<file path="src/design/spc_pkg.sv">
package spc_pkg;
  localparam int ADR_W = 8;
  localparam int DAT_W = 32;
  localparam int ENTRY_W = 10;
  localparam logic [7:0] OFF_RXDATA = 8'h00;
  localparam logic [7:0] OFF_RXCTL = 8'h04;
  localparam logic [7:0] OFF_BAUD = 8'h08;
  localparam logic [7:0] OFF_TXCTL = 8'h0C;
  localparam logic [7:0] OFF_TXDATA = 8'h10;
  localparam logic [7:0] OFF_STAT = 8'h14;
  localparam int TX_CLOCK_SOURCE_SELECT = 7;
  localparam int TX_NINE = 6;
  localparam int TX_EN = 5;
  localparam int TX_SYNC = 4;
  localparam int TX_BAUD_SPEED_SELECT = 2;
  localparam int TX_EMPTY = 1;
  localparam int TX_NINTH = 0;
  localparam int RX_PEN = 7;
  localparam int RX_NINE = 6;
  localparam int RX_SINGLE_RECEIVE_ENABLE = 5;
  localparam int RX_CONTINUOUS_RECEIVE_ENABLE = 4;
  localparam int RX_ADDRESS_DETECT_ENABLE = 3;
  localparam int RX_FRAMING_ERROR_FLAG = 2;
  localparam int RX_OVERRUN_ERROR_FLAG = 1;
  localparam int RX_NINTH = 0;
  localparam int ST_PEND = 0;
  localparam int ST_TXFULL = 1;
  localparam logic [7:0] RXCTL_RST = 8'h00;
  localparam logic [7:0] TXCTL_RST = 8'h02;
  localparam logic [7:0] BAUD_RST = 8'h00;
  localparam logic [7:0] TXDATA_RST = 8'h00;
  localparam logic [6:0] MUL_LO = 7'h40;
  localparam logic [6:0] MUL_HI = 7'h10;
  localparam logic [6:0] MUL_SYNC = 7'h04;
  localparam logic [3:0] BITS8 = 4'h8;
  localparam logic [3:0] BITS9 = 4'h9;
  localparam logic [3:0] FRAME_EXTRA = 4'h2;
  localparam logic [1:0] FIFO_DEPTH = 2'h2;
  typedef enum logic [3:0] {
    RX_IDLE = 4'b0001,
    RX_START = 4'b0010,
    RX_DATA = 4'b0100,
    RX_STOP = 4'b1000
  } spc_rx_state_t;
  typedef enum logic [1:0] {
    TX_IDLE = 2'b01,
    TX_SHIFT = 2'b10
  } spc_tx_state_t;
endpackage : spc_pkg

</file>
<file path="src/design/spc_if.sv">
`timescale 1ns/1ps
interface spc_fifo_if;
  import spc_pkg::*;
  logic push;
  logic pop;
  logic flush;
  logic [ENTRY_W-1:0] din;
  logic [ENTRY_W-1:0] q;
  logic [1:0] cnt;
  modport owner (output push, pop, flush, din, input q, cnt);
  modport mem (input push, pop, flush, din, output q, cnt);
endinterface : spc_fifo_if

interface spc_brg_if;
  logic restart;
  logic [7:0] div;
  logic tick;
  modport owner (output restart, div, input tick);
  modport gen (input restart, div, output tick);
endinterface : spc_brg_if

</file>
<file path="src/design/spc_brg.sv">
`timescale 1ns/1ps
module spc_brg (
  input wire logic mclk_i,
  input wire logic sys_rst_i,
  spc_brg_if.gen b
);
  import spc_pkg::*;
  logic [7:0] cnt;

  always_ff @(posedge mclk_i or posedge sys_rst_i) begin
    if (sys_rst_i) begin
      cnt <= BAUD_RST;
    end else if (b.restart || cnt == 8'h00) begin
      cnt <= b.div;
    end else begin
      cnt <= cnt - 8'h01;
    end
  end

  assign b.tick = (cnt == 8'h00) & ~b.restart;

  property p_restart;
    @(posedge mclk_i) disable iff (sys_rst_i)
    b.restart |=> cnt == $past(b.div);
  endproperty
  a_restart: assert property (p_restart)
    else $error("baud timer not reloaded on restart");

  property p_gap;
    @(posedge mclk_i) disable iff (sys_rst_i)
    b.tick && b.div == 8'h01 && !b.restart
      ##1 !b.restart |-> !b.tick;
  endproperty
  a_gap: assert property (p_gap)
    else $error("baud tick spacing wrong");
endmodule : spc_brg

</file>
<file path="src/design/spc_rx_fifo.sv">
`timescale 1ns/1ps
module spc_rx_fifo (
  input wire logic mclk_i,
  input wire logic sys_rst_i,
  spc_fifo_if.mem f
);
  import spc_pkg::*;
  logic [ENTRY_W-1:0] e1;

  // Head entry is the registered read port
  always_ff @(posedge mclk_i or posedge sys_rst_i) begin
    if (sys_rst_i) begin
      f.cnt <= 2'h0;
      f.q <= '0;
      e1 <= '0;
    end else if (f.flush) begin
      f.cnt <= 2'h0;
    end else if (f.pop && f.cnt != 2'h0) begin
      f.q <= (f.cnt == FIFO_DEPTH) ? e1 : f.din;
      if (f.push && f.cnt == FIFO_DEPTH) begin
        e1 <= f.din;
      end
      if (!f.push) begin
        f.cnt <= f.cnt - 2'h1;
      end
    end else if (f.push && f.cnt != FIFO_DEPTH) begin
      if (f.cnt == 2'h0) begin
        f.q <= f.din;
      end else begin
        e1 <= f.din;
      end
      f.cnt <= f.cnt + 2'h1;
    end
  end

  property p_depth;
    @(posedge mclk_i) disable iff (sys_rst_i)
    f.cnt == FIFO_DEPTH && !f.pop && !f.flush
      |=> f.cnt == FIFO_DEPTH && f.q == $past(f.q);
  endproperty
  a_depth: assert property (p_depth)
    else $error("fifo grew past two entries");

  property p_first;
    @(posedge mclk_i) disable iff (sys_rst_i)
    f.cnt == 2'h0 && f.push && !f.flush |=> f.q == $past(f.din);
  endproperty
  a_first: assert property (p_first)
    else $error("first entry not at head");
endmodule : spc_rx_fifo

</file>
<file path="src/design/spc_top.sv">
// The implementer's own choices: the address map and the Wishbone interface to the registers.
`timescale 1ns/1ps
// Overview of operation
// - Synchronous: clock source bit set means master clock, clear means slave.
// - Transmit nine-bit select sends nine data bits, else eight.
// - Mode bit set selects synchronous, clear selects asynchronous operation.
// - Speed select picks x16 or x64 timing, asynchronous only.
// - Transmit shift empty bit reads one while shifter idle; resets to one.
// - Ninth transmit bit goes out as ninth character bit.
// - Synchronous receive enables override transmit enable.
// - Port enable activates pins; clear holds the port in reset.
// - Receive nine-bit select takes nine data bits, else eight.
// - Single receive starts one master reception, cleared by hardware after.
// - Continuous receive enables receiver; overrides single receive in sync.
// - Address detect, async nine-bit only, loads only characters with ninth bit set.
// - Framing error bit shows head character's stop-bit failure.
// - Overrun flag cleared when software clears continuous receive.
// - Port drives or releases its pins as operation needs.
// - Baud generator is an 8-bit free-running reload timer.
// - Async bit rate is clock over 64 or 16 times divisor plus one.
// - Sync bit rate is clock over 4 times divisor plus one.
// - Writing the divisor restarts the baud timer at once.
// - Two-entry receive FIFO; third character sets overrun, stops reception.
// - Receive pending while receiver enabled and a character unread.
// - Start edge rechecked at half bit; false start dropped silently.
module spc_top (
  input wire logic mclk_i,
  input wire logic sys_rst_i,
  input wire logic wb_cyc_i,
  input wire logic wb_stb_i,
  input wire logic wb_we_i,
  input wire logic [spc_pkg::ADR_W-1:0] wb_adr_i,
  input wire logic [3:0] wb_sel_i,
  input wire logic [spc_pkg::DAT_W-1:0] wb_dat_i,
  output logic [spc_pkg::DAT_W-1:0] wb_dat_o,
  output logic wb_ack_o,
  input wire logic rxdt_i,
  output logic rxdt_o,
  output logic rxdt_oe_n_o,
  input wire logic txck_i,
  output logic txck_o,
  output logic txck_oe_n_o,
  output logic receive_pending_o
);
  import spc_pkg::*;

  spc_fifo_if fif ();
  spc_brg_if brg ();

  logic port_enable, rx_nine, single_receive_enable, continuous_receive_enable, address_detect_enable, overrun_error_flag;
  logic clock_source_select, tx_nine, transmit_enable_bit, sync, baud_speed_select, tx_ninth, tx_full;
  logic [7:0] baud, txdata, rdata;
  logic acc, wr, rd;
  logic dt_s1, dt_s2, dt_d, ck_s1, ck_s2, ck_d;
  logic srst, master, slave, rx_sync_en, rx_en, tx_allow;
  logic [6:0] mult, half;
  logic [5:0] ph, rph;
  logic ph_last, bit_end, mid, ck_rise, ck_fall;
  logic r_half, r_end, samp_s, falling;
  spc_tx_state_t tx_st;
  spc_rx_state_t rx_st;
  logic [10:0] transmit_shift_register;
  logic [3:0] tcnt, rbits, rx_len;
  logic t_step, t_load;
  logic [8:0] receive_shift_register, rx_char;
  logic r_done, r_framing_error_flag, keep, ovf, single_receive_enable_done, continuous_receive_enable_fall;

  assign acc = wb_cyc_i & wb_stb_i & ~wb_ack_o;
  assign wr = acc & wb_we_i & wb_sel_i[0];
  assign rd = acc & ~wb_we_i;
  assign srst = ~port_enable;
  assign master = sync & clock_source_select;
  assign slave = sync & ~clock_source_select;
  assign rx_sync_en = sync & (continuous_receive_enable | (single_receive_enable & clock_source_select));
  assign rx_en = sync ? rx_sync_en : continuous_receive_enable;
  assign tx_allow = transmit_enable_bit & ~rx_sync_en;
  assign continuous_receive_enable_fall = wr & (wb_adr_i == OFF_RXCTL) & continuous_receive_enable
    & ~wb_dat_i[RX_CONTINUOUS_RECEIVE_ENABLE];

  // Wishbone ack and read data
  always_ff @(posedge mclk_i or posedge sys_rst_i) begin
    if (sys_rst_i) begin
      wb_ack_o <= 1'b0;
      wb_dat_o <= '0;
    end else begin
      wb_ack_o <= acc;
      if (rd) begin
        wb_dat_o <= {24'h000000, rdata};
      end
    end
  end

  always_comb begin
    rdata = 8'h00;
    if (wb_adr_i == OFF_RXDATA) begin
      rdata = fif.q[7:0];
    end else if (wb_adr_i == OFF_RXCTL) begin
      rdata = {port_enable, rx_nine, single_receive_enable, continuous_receive_enable, address_detect_enable,
        fif.q[9] & (fif.cnt != 2'h0), overrun_error_flag, fif.q[8]};
    end else if (wb_adr_i == OFF_BAUD) begin
      rdata = baud;
    end else if (wb_adr_i == OFF_TXCTL) begin
      rdata = {clock_source_select, tx_nine, transmit_enable_bit, sync, 1'b0, baud_speed_select,
        tx_st == TX_IDLE, tx_ninth};
    end else if (wb_adr_i == OFF_STAT) begin
      rdata = {6'h00, tx_full, receive_pending_o};
    end
  end

  // Control register writes
  always_ff @(posedge mclk_i or posedge sys_rst_i) begin
    if (sys_rst_i) begin
      port_enable <= RXCTL_RST[RX_PEN];
      rx_nine <= RXCTL_RST[RX_NINE];
      single_receive_enable <= RXCTL_RST[RX_SINGLE_RECEIVE_ENABLE];
      continuous_receive_enable <= RXCTL_RST[RX_CONTINUOUS_RECEIVE_ENABLE];
      address_detect_enable <= RXCTL_RST[RX_ADDRESS_DETECT_ENABLE];
    end else if (wr && wb_adr_i == OFF_RXCTL) begin
      port_enable <= wb_dat_i[RX_PEN];
      rx_nine <= wb_dat_i[RX_NINE];
      single_receive_enable <= wb_dat_i[RX_SINGLE_RECEIVE_ENABLE];
      continuous_receive_enable <= wb_dat_i[RX_CONTINUOUS_RECEIVE_ENABLE];
      address_detect_enable <= wb_dat_i[RX_ADDRESS_DETECT_ENABLE];
    end else if (single_receive_enable_done) begin
      single_receive_enable <= 1'b0;
    end
  end

  always_ff @(posedge mclk_i or posedge sys_rst_i) begin
    if (sys_rst_i) begin
      clock_source_select <= TXCTL_RST[TX_CLOCK_SOURCE_SELECT];
      tx_nine <= TXCTL_RST[TX_NINE];
      transmit_enable_bit <= TXCTL_RST[TX_EN];
      sync <= TXCTL_RST[TX_SYNC];
      baud_speed_select <= TXCTL_RST[TX_BAUD_SPEED_SELECT];
      tx_ninth <= TXCTL_RST[TX_NINTH];
    end else if (wr && wb_adr_i == OFF_TXCTL) begin
      clock_source_select <= wb_dat_i[TX_CLOCK_SOURCE_SELECT];
      tx_nine <= wb_dat_i[TX_NINE];
      transmit_enable_bit <= wb_dat_i[TX_EN];
      sync <= wb_dat_i[TX_SYNC];
      baud_speed_select <= wb_dat_i[TX_BAUD_SPEED_SELECT];
      tx_ninth <= wb_dat_i[TX_NINTH];
    end
  end

  always_ff @(posedge mclk_i or posedge sys_rst_i) begin
    if (sys_rst_i) begin
      baud <= BAUD_RST;
    end else if (wr && wb_adr_i == OFF_BAUD) begin
      baud <= wb_dat_i[7:0];
    end
  end

  // Transmit holding register
  always_ff @(posedge mclk_i or posedge sys_rst_i) begin
    if (sys_rst_i) begin
      txdata <= TXDATA_RST;
      tx_full <= 1'b0;
    end else if (wr && wb_adr_i == OFF_TXDATA) begin
      txdata <= wb_dat_i[7:0];
      tx_full <= 1'b1;
    end else if (srst || t_load) begin
      tx_full <= 1'b0;
    end
  end

  always_ff @(posedge mclk_i or posedge sys_rst_i) begin
    if (sys_rst_i) begin
      overrun_error_flag <= 1'b0;
    end else if (srst) begin
      overrun_error_flag <= 1'b0;
    end else if (ovf) begin
      overrun_error_flag <= 1'b1;
    end else if (continuous_receive_enable_fall) begin
      overrun_error_flag <= 1'b0;
    end
  end

  // Pin synchronisers
  always_ff @(posedge mclk_i or posedge sys_rst_i) begin
    if (sys_rst_i) begin
      {dt_s1, dt_s2, dt_d} <= 3'h7;
      {ck_s1, ck_s2, ck_d} <= 3'h7;
    end else begin
      {dt_s1, dt_s2, dt_d} <= {rxdt_i, dt_s1, dt_s2};
      {ck_s1, ck_s2, ck_d} <= {txck_i, ck_s1, ck_s2};
    end
  end
  assign ck_rise = ck_s2 & ~ck_d;
  assign ck_fall = ~ck_s2 & ck_d;
  assign falling = dt_d & ~dt_s2;

  assign brg.restart = (wr && wb_adr_i == OFF_BAUD) || srst;
  assign brg.div = (wr && wb_adr_i == OFF_BAUD) ? wb_dat_i[7:0] : baud;
  spc_brg u_brg (
    .mclk_i(mclk_i),
    .sys_rst_i(sys_rst_i),
    .b(brg)
  );

  assign mult = sync ? MUL_SYNC : (baud_speed_select ? MUL_HI : MUL_LO);
  assign half = {1'b0, mult[6:1]};
  assign ph_last = {1'b0, ph} == mult - 7'h01;
  assign bit_end = brg.tick & ph_last;
  assign mid = brg.tick & ({1'b0, ph} == half - 7'h01);

  always_ff @(posedge mclk_i or posedge sys_rst_i) begin
    if (sys_rst_i) begin
      ph <= 6'h00;
    end else if (brg.restart) begin
      ph <= 6'h00;
    end else if (brg.tick) begin
      ph <= ph_last ? 6'h00 : ph + 6'h01;
    end
  end

  // Transmit shifter
  assign t_step = slave ? ck_fall : bit_end;
  assign t_load = tx_st == TX_IDLE && tx_full && tx_allow
    && (slave || bit_end);

  always_ff @(posedge mclk_i or posedge sys_rst_i) begin
    if (sys_rst_i) begin
      tx_st <= TX_IDLE;
      transmit_shift_register <= '1;
      tcnt <= 4'h0;
    end else if (srst || !tx_allow) begin
      tx_st <= TX_IDLE;
      transmit_shift_register <= '1;
    end else begin
      case (tx_st)
        TX_IDLE: begin
          if (t_load) begin
            tx_st <= TX_SHIFT;
            if (sync) begin
              transmit_shift_register <= tx_nine ? {2'h3, tx_ninth, txdata}
                : {3'h7, txdata};
            end else begin
              transmit_shift_register <= tx_nine ? {1'b1, tx_ninth, txdata, 1'b0}
                : {2'h3, txdata, 1'b0};
            end
            tcnt <= (tx_nine ? BITS9 : BITS8)
              + (sync ? 4'h0 : FRAME_EXTRA);
          end
        end
        TX_SHIFT: begin
          if (t_step) begin
            transmit_shift_register <= {1'b1, transmit_shift_register[10:1]};
            tcnt <= tcnt - 4'h1;
            if (tcnt == 4'h1) begin
              tx_st <= TX_IDLE;
            end
          end
        end
        default: tx_st <= TX_IDLE;
      endcase
    end
  end

  // Receive engine
  // receive length
  assign rx_len = rx_nine ? BITS9 : BITS8;
  assign r_half = brg.tick & ({1'b0, rph} == half - 7'h01);
  assign r_end = brg.tick & ({1'b0, rph} == mult - 7'h01);
  assign samp_s = master ? mid : ck_rise;

  always_ff @(posedge mclk_i or posedge sys_rst_i) begin
    if (sys_rst_i) begin
      rx_st <= RX_IDLE;
      rph <= 6'h00;
      rbits <= 4'h0;
      receive_shift_register <= 9'h000;
      r_done <= 1'b0;
      r_framing_error_flag <= 1'b0;
    end else if (srst || !rx_en) begin
      rx_st <= RX_IDLE;
      r_done <= 1'b0;
    end else begin
      r_done <= 1'b0;
      if (brg.tick) begin
        rph <= r_end ? 6'h00 : rph + 6'h01;
      end
      case (rx_st)
        RX_IDLE: begin
          rbits <= 4'h0;
          rph <= 6'h00;
          if (!overrun_error_flag && !sync && falling) begin
            rx_st <= RX_START;
          end else if (!overrun_error_flag && sync && (slave || bit_end)) begin
            rx_st <= RX_DATA;
          end
        end
        RX_START: begin
          if (r_half) begin
            rph <= 6'h00;
            rx_st <= dt_s2 ? RX_IDLE : RX_DATA;
          end
        end
        RX_DATA: begin
          if (sync ? samp_s : r_end) begin
            receive_shift_register <= {dt_s2, receive_shift_register[8:1]};
            rbits <= rbits + 4'h1;
            if (rbits == rx_len - 4'h1) begin
              rx_st <= sync ? RX_IDLE : RX_STOP;
              r_done <= sync;
              r_framing_error_flag <= 1'b0;
            end
          end
        end
        RX_STOP: begin
          if (r_end) begin
            r_framing_error_flag <= ~dt_s2;
            r_done <= 1'b1;
            rx_st <= RX_IDLE;
          end
        end
        default: rx_st <= RX_IDLE;
      endcase
    end
  end

  assign rx_char = rx_nine ? receive_shift_register : {1'b0, receive_shift_register[8:1]};
  assign keep = sync | ~rx_nine | ~address_detect_enable | rx_char[8];
  assign ovf = r_done & keep & (fif.cnt == FIFO_DEPTH) & ~fif.pop;
  assign single_receive_enable_done = r_done & master;
  assign fif.push = r_done & keep & ~ovf & ~overrun_error_flag;
  assign fif.din = {r_framing_error_flag, rx_char};
  assign fif.pop = rd && wb_adr_i == OFF_RXDATA;
  assign fif.flush = srst;

  spc_rx_fifo u_fifo (
    .mclk_i(mclk_i),
    .sys_rst_i(sys_rst_i),
    .f(fif)
  );

  always_ff @(posedge mclk_i or posedge sys_rst_i) begin
    if (sys_rst_i) begin
      receive_pending_o <= 1'b0;
    end else begin
      receive_pending_o <= rx_en & (fif.cnt != 2'h0);
    end
  end

  always_ff @(posedge mclk_i or posedge sys_rst_i) begin
    if (sys_rst_i) begin
      {rxdt_o, rxdt_oe_n_o, txck_o, txck_oe_n_o} <= 4'hF;
    end else if (srst) begin
      {rxdt_o, rxdt_oe_n_o, txck_o, txck_oe_n_o} <= 4'hF;
    end else if (!sync) begin
      // async: data out on clock pin
      {rxdt_o, rxdt_oe_n_o} <= 2'h3;
      txck_o <= transmit_shift_register[0];
      txck_oe_n_o <= 1'b0;
    end else begin
      rxdt_o <= transmit_shift_register[0];
      rxdt_oe_n_o <= tx_st != TX_SHIFT;
      txck_oe_n_o <= ~clock_source_select;
      txck_o <= (tx_st != TX_SHIFT && rx_st != RX_DATA)
        || ({1'b0, ph} >= half);
    end
  end

  property p_overrun_error_flag_clr;
    @(posedge mclk_i) disable iff (sys_rst_i)
    continuous_receive_enable_fall && !ovf |=> !overrun_error_flag;
  endproperty
  a_overrun_error_flag_clr: assert property (p_overrun_error_flag_clr)
    else $error("overrun not cleared by receive disable");

  property p_ovf;
    @(posedge mclk_i) disable iff (sys_rst_i)
    ovf && port_enable |=> overrun_error_flag && !fif.push;
  endproperty
  a_ovf: assert property (p_ovf)
    else $error("overrun not flagged");

  property p_off;
    @(posedge mclk_i) disable iff (sys_rst_i)
    srst |=> rxdt_oe_n_o && txck_oe_n_o && fif.cnt == 2'h0;
  endproperty
  a_off: assert property (p_off)
    else $error("disabled port still active");

  property p_empty;
    @(posedge mclk_i) disable iff (sys_rst_i)
    t_load && !srst && !(wr && wb_adr_i == OFF_TXDATA)
      |=> tx_st == TX_SHIFT && !tx_full;
  endproperty
  a_empty: assert property (p_empty)
    else $error("transmit load not seen");

  property p_single_receive_enable;
    @(posedge mclk_i) disable iff (sys_rst_i)
    single_receive_enable_done && !(wr && wb_adr_i == OFF_RXCTL) |=> !single_receive_enable;
  endproperty
  a_single_receive_enable: assert property (p_single_receive_enable)
    else $error("single receive not cleared");

  property p_addr;
    @(posedge mclk_i) disable iff (sys_rst_i)
    r_done && !sync && rx_nine && address_detect_enable && !receive_shift_register[8] |-> !fif.push;
  endproperty
  a_addr: assert property (p_addr)
    else $error("non-address character loaded");

  property p_pend;
    @(posedge mclk_i) disable iff (sys_rst_i)
    rx_en && fif.cnt != 2'h0 |=> receive_pending_o;
  endproperty
  a_pend: assert property (p_pend)
    else $error("receive pending missing");

  property p_prio;
    @(posedge mclk_i) disable iff (sys_rst_i)
    rx_sync_en |=> tx_st == TX_IDLE ##1 rxdt_oe_n_o;
  endproperty
  a_prio: assert property (p_prio)
    else $error("transmit ran during sync receive");

  property p_start;
    @(posedge mclk_i) disable iff (sys_rst_i)
    rx_st == RX_START && r_half && dt_s2 && rx_en && !srst
      |=> rx_st == RX_IDLE && !r_done;
  endproperty
  a_start: assert property (p_start)
    else $error("false start not dropped");
endmodule : spc_top

</file>
<file path="config.mk">
export PLATFORM = sky130hd
export DESIGN_NAME = spc_top
export DESIGN_NICKNAME = d
export VERILOG_FILES = /design/src/design/spc_pkg.sv /design/src/design/spc_if.sv /design/src/design/spc_brg.sv /design/src/design/spc_rx_fifo.sv /design/src/design/spc_top.sv
export SDC_FILE = /design/constraint.sdc
export NUM_CORES = 1
export LEC_CHECK = 0
export BUFFER_PORTS_ARGS = -buffer_cell sky130_fd_sc_hd__buf_2
export CAP_MARGIN = 30
export CORE_UTILIZATION = 50
export DETAILED_ROUTE_END_ITERATION = 7
export HOLD_SLACK_MARGIN = 0.15
export PLACE_DENSITY = 0.71
export SLEW_MARGIN = 10
export SYNTH_ARGS = -nofsm -noshare
export SYNTH_HDL_FRONTEND = slang
export SYNTH_SLANG_ARGS = --single-unit
</file>
<file path="constraint.sdc">
create_clock -name mclk_i -period 6.3 [get_ports mclk_i]
set_input_delay 0.315 -clock mclk_i [delete_from_list [all_inputs] [get_ports mclk_i]]
set_output_delay 0.315 -clock mclk_i [all_outputs]
set_load 0.005 [all_outputs]
</file>
==> flow_summary_export.csv <==
group,metric,value,unit
drt,m1WireLength,7060,um
drt,first_pass_iters,6,
pwr,irDropWorstVdd,0.197,mV
worst_setup_path,r2r_start,"u_brg.cnt[0]$_DFF_PP0_",
drt,finalWirelength,16200,um
min_path,worstHoldPathType,"in2reg",
drt,drt_iter0_markers,423,
pwr,swShare,0.257,
synth,synthArstFlopShare,1.00,
sta,worst_pin_slew,0.855,ns
finish,final_layout_size_suffix_gt1_frac,0.201,
clock_tree,htree_levels,4,
synth,synth_ff_type,"dfrtp_1",
synth,syn-instance-count,726,
pwr,comb_power_share,0.112,
synth,synth.top_cell.area_share,0.379,
finish,area_growth_syn_to_layout,13.1,%
die,dieWidth,119,um
die,pin_count,89,
drt,drt-vias-per-instance,5.80,
finish,fin_util,0.583,
drt,dr_wl_met3,856,um
clock_tree,cts_buffer_depth,2,
pwr,total_power,2.11,mW
global_route,overflow,0,
finish,diodes,0,
die,rows,42,
drt,wl_per_cell,17.1,um
worst_setup_path,critPathMaxFanout,20,
sta,hold_viol,0,
sta,setup_violations,0,
placed_design,portBuffers,37,
run,cap_violations,0,
synth,ys_seq_elements,126,
drt,wl_met2,7820,um
drt,post-route-drc-count,0,
drt,top_layer,"met4",
sta,fmax,0.350,GHz
finish,mostFrequentLayoutCells,"nand2_1 (104), dfrtp_1 (104), nor2_1 (73)",
clock_tree,cts_sinks,126,
global_route,grt_pass1_vias,5387,
clock_tree,clk_latency,0.42,ns
synth,ys_top_cells_by_area,"dfrtp_1 (38%), dfstp_2 (8.4%), nand2_1 (5.7%), mux2_2 (4.6%), nor2_1 (4.0%)",
worst_setup_path,critPathRequiredTime,6.64,ns
global_route,grt_max_degree,67,
worst_setup_path,crit_path_start,"wb_adr_i[3]",
clock_tree,cts_tree,"built",
finish,fillers,1123,
sta,finClkSkew,0.00845,ns
synth,synth_edf_count,0,
placed_design,dpl.hpwl,11400,um
clock_tree,cts_buffers,17,
global_route,grt_pass1_wl,26600,um
drt,vias,5503,
clock_tree,cts-resized-gates,0,
synth,yosysSeqAreaShare,0.464,
worst_setup_path,cp.arrival,3.19,ns
worst_setup_path,crit_path_start_kind,"input port",
synth,syn_area_per_cell,9.45,um^2
min_path,hp-start,"wb_dat_i[7]",
pwr,pwr-share-seq,0.438,
synth,synth_top_area_cell,"dfrtp_1",
clock_tree,path_clk_slew,0.06,ns
pwr,switchingPower,542,uW
clock_tree,root_buffer,"clkbuf_16",
die,die_area,14200,um^2
synth,synth_warnings,0,
pwr,power.share.clock,0.450,
synth,yosysUniqueCellTypes,78,
pwr,p_int,1.56,mW
pwr,p_leak,3.56,nW
drt,postRouteAntennaNets,0,
sta,slew_viol_final,0,
global_route,antenna_found_initial,0,
die,die_y,119,um
synth,synth_area,6860,um^2
die,start_util,0.516,
finish,nets,823,
sta,rsz0062_at_grt,"false",
placed_design,gp_congestion,0.873,
sta,final.setup.tns,0,ns
global_route,grt_use_total,0.240,
pwr,pwr_density_cell,272,nW/um^2
sta,fin_crit,2.86,ns
sta,max_slew_margin,0.421,
outcome,status,"complete, no violations",
die,core_area,13300,um^2
worst_setup_path,end_kind,"flip-flop",
worst_setup_path,critical_path_class,"in2reg",
sta,fin_crit_sh,0.453,
[sequential cells by signal, summed over array words and instances (netlist names), 2 cells and up]
signal / count
rbits: 4
transmit_shift_register: 10
rph: 6
u_fifo.f.q: 10
rx_st: 4
txdata: 8
u_fifo.e1: 10
baud: 8
tx_st: 2
wb_dat_o: 8
u_fifo.f.cnt: 2
ph: 6
u_brg.cnt: 8
tcnt: 4
receive_shift_register: 9
[cell usage after synthesis (3+ instances only)]
cell type / instances
nand4_1: 4
a22o_1: 3
xor2_1: 3
nand3_1: 12
and3_1: 6
nand3b_1: 3
buf_4: 24
or3_1: 7
a222oi_1: 5
a31oi_1: 10
nor4_1: 3
a22oi_1: 6
o31a_1: 3
nor4b_1: 3
a21oi_1: 36
dfrtp_1: 104
nand2_1: 104
clkbuf_1: 31
o211ai_1: 14
mux2_2: 28
o21ai_0: 48
or4b_2: 6
and2_1: 10
nor3_1: 10
inv_1: 19
or4_1: 3
a31o_2: 4
dfstp_2: 22
o31ai_1: 6
mux2i_1: 24
nor2b_1: 8
nand2b_1: 8
buf_2: 3
xnor2_1: 9
ha_1: 11
nor2_1: 73
[power groups by stage]
stage,Clock (mW),Sequential (mW),Combinational [mW]
3_5_place_dp,0,0.935,0.230
2_1_floorplan,0,0.921,0.182
6_report,0.948,0.924,0.236
5_1_grt,0.995,0.932,0.267
4_1_cts,0.960,0.923,0.237
3_3_place_gp,0,0.931,0.221
[worst max-delay path, stage by stage]
cell      delay, ns
buf_2          0.13
nor4_1         0.55
and2_1         0.50
nand3_1        0.61
a211oi_2       0.60
buf_4          0.28
nor2_1         0.06
a21oi_1        0.14
[layer usage]
metal,GRT usage,up-vias
li1,-,2589
met1,0.311,2684
met3,0.0436,41
met5,0,-
met4,0.125,0
met2,0.383,189
[logic make-up (layout without fill, tap and decap cells)]
kind of cell / Yosys count / count (layout) / synth area share
flops: 126 / 126 / 0.464
xor+xnor: 12 / 12 / 0.0153
buf+inv: 80 / 104 / 0.0575
compound gates: 161 / 161 / 0.152
other cells: 1 / 24 / 0.000547
simple gates: 283 / 283 / 0.210
fa+ha+maj: 11 / 11 / 0.0201
mux: 52 / 52 / 0.0810
[final timing paths]
kind | cells past startpoint | endpoint | slack (ns)
hold / removal | 3 | port_enable$_DFFE_PP0P_ | 0.17
setup reg to reg | 8 | receive_shift_register[5]$_DFFE_PP0P_ | 3.45
max in group asynchronous | 4 | receive_pending_o$_DFF_PP0_ | 4.37
min in group asynchronous | 3 | rbits[2]$_DFFE_PP0P_ | 0.59
hold reg to reg | 0 | ck_s2$_DFF_PP1_ | 0.35
setup / recovery | 8 | u_fifo.e1[0]$_DFFE_PP0P_ | 3.44
[timing repair]
action	4_1_cts	5_1_grt
endpoints found under the setup margin	0	0
setup buffers	0	0
endpoints found under the hold margin	56	0
hold buffers	5	0
[final cells by class]
cell class / instances / area [um^2] / area share
clock buffer: 21 / 450 / 0.0581
tap: 176 / 220 / 0.0284
sequential: 126 / 3180 / 0.410
timing repair buffer: 53 / 327 / 0.0421
multi-input combinational: 543 / 3390 / 0.436
inverter: 20 / 77.6 / 0.0100
clock inverter: 10 / 116 / 0.0150
[stage by stage]
stage	cells	cell area, um^2	hold WS, ns	setup WS [ns]
floorplan	749	6950	0.319	2.67
global placement	908	7090	0.346	2.62
detailed placement	910	7110	0.348	2.49
CTS	946	7720	0.167	2.49
global route	949	7760	0.187	3.22
finish	949	7760	0.174	3.44
(Power assumes the default switching activity.)
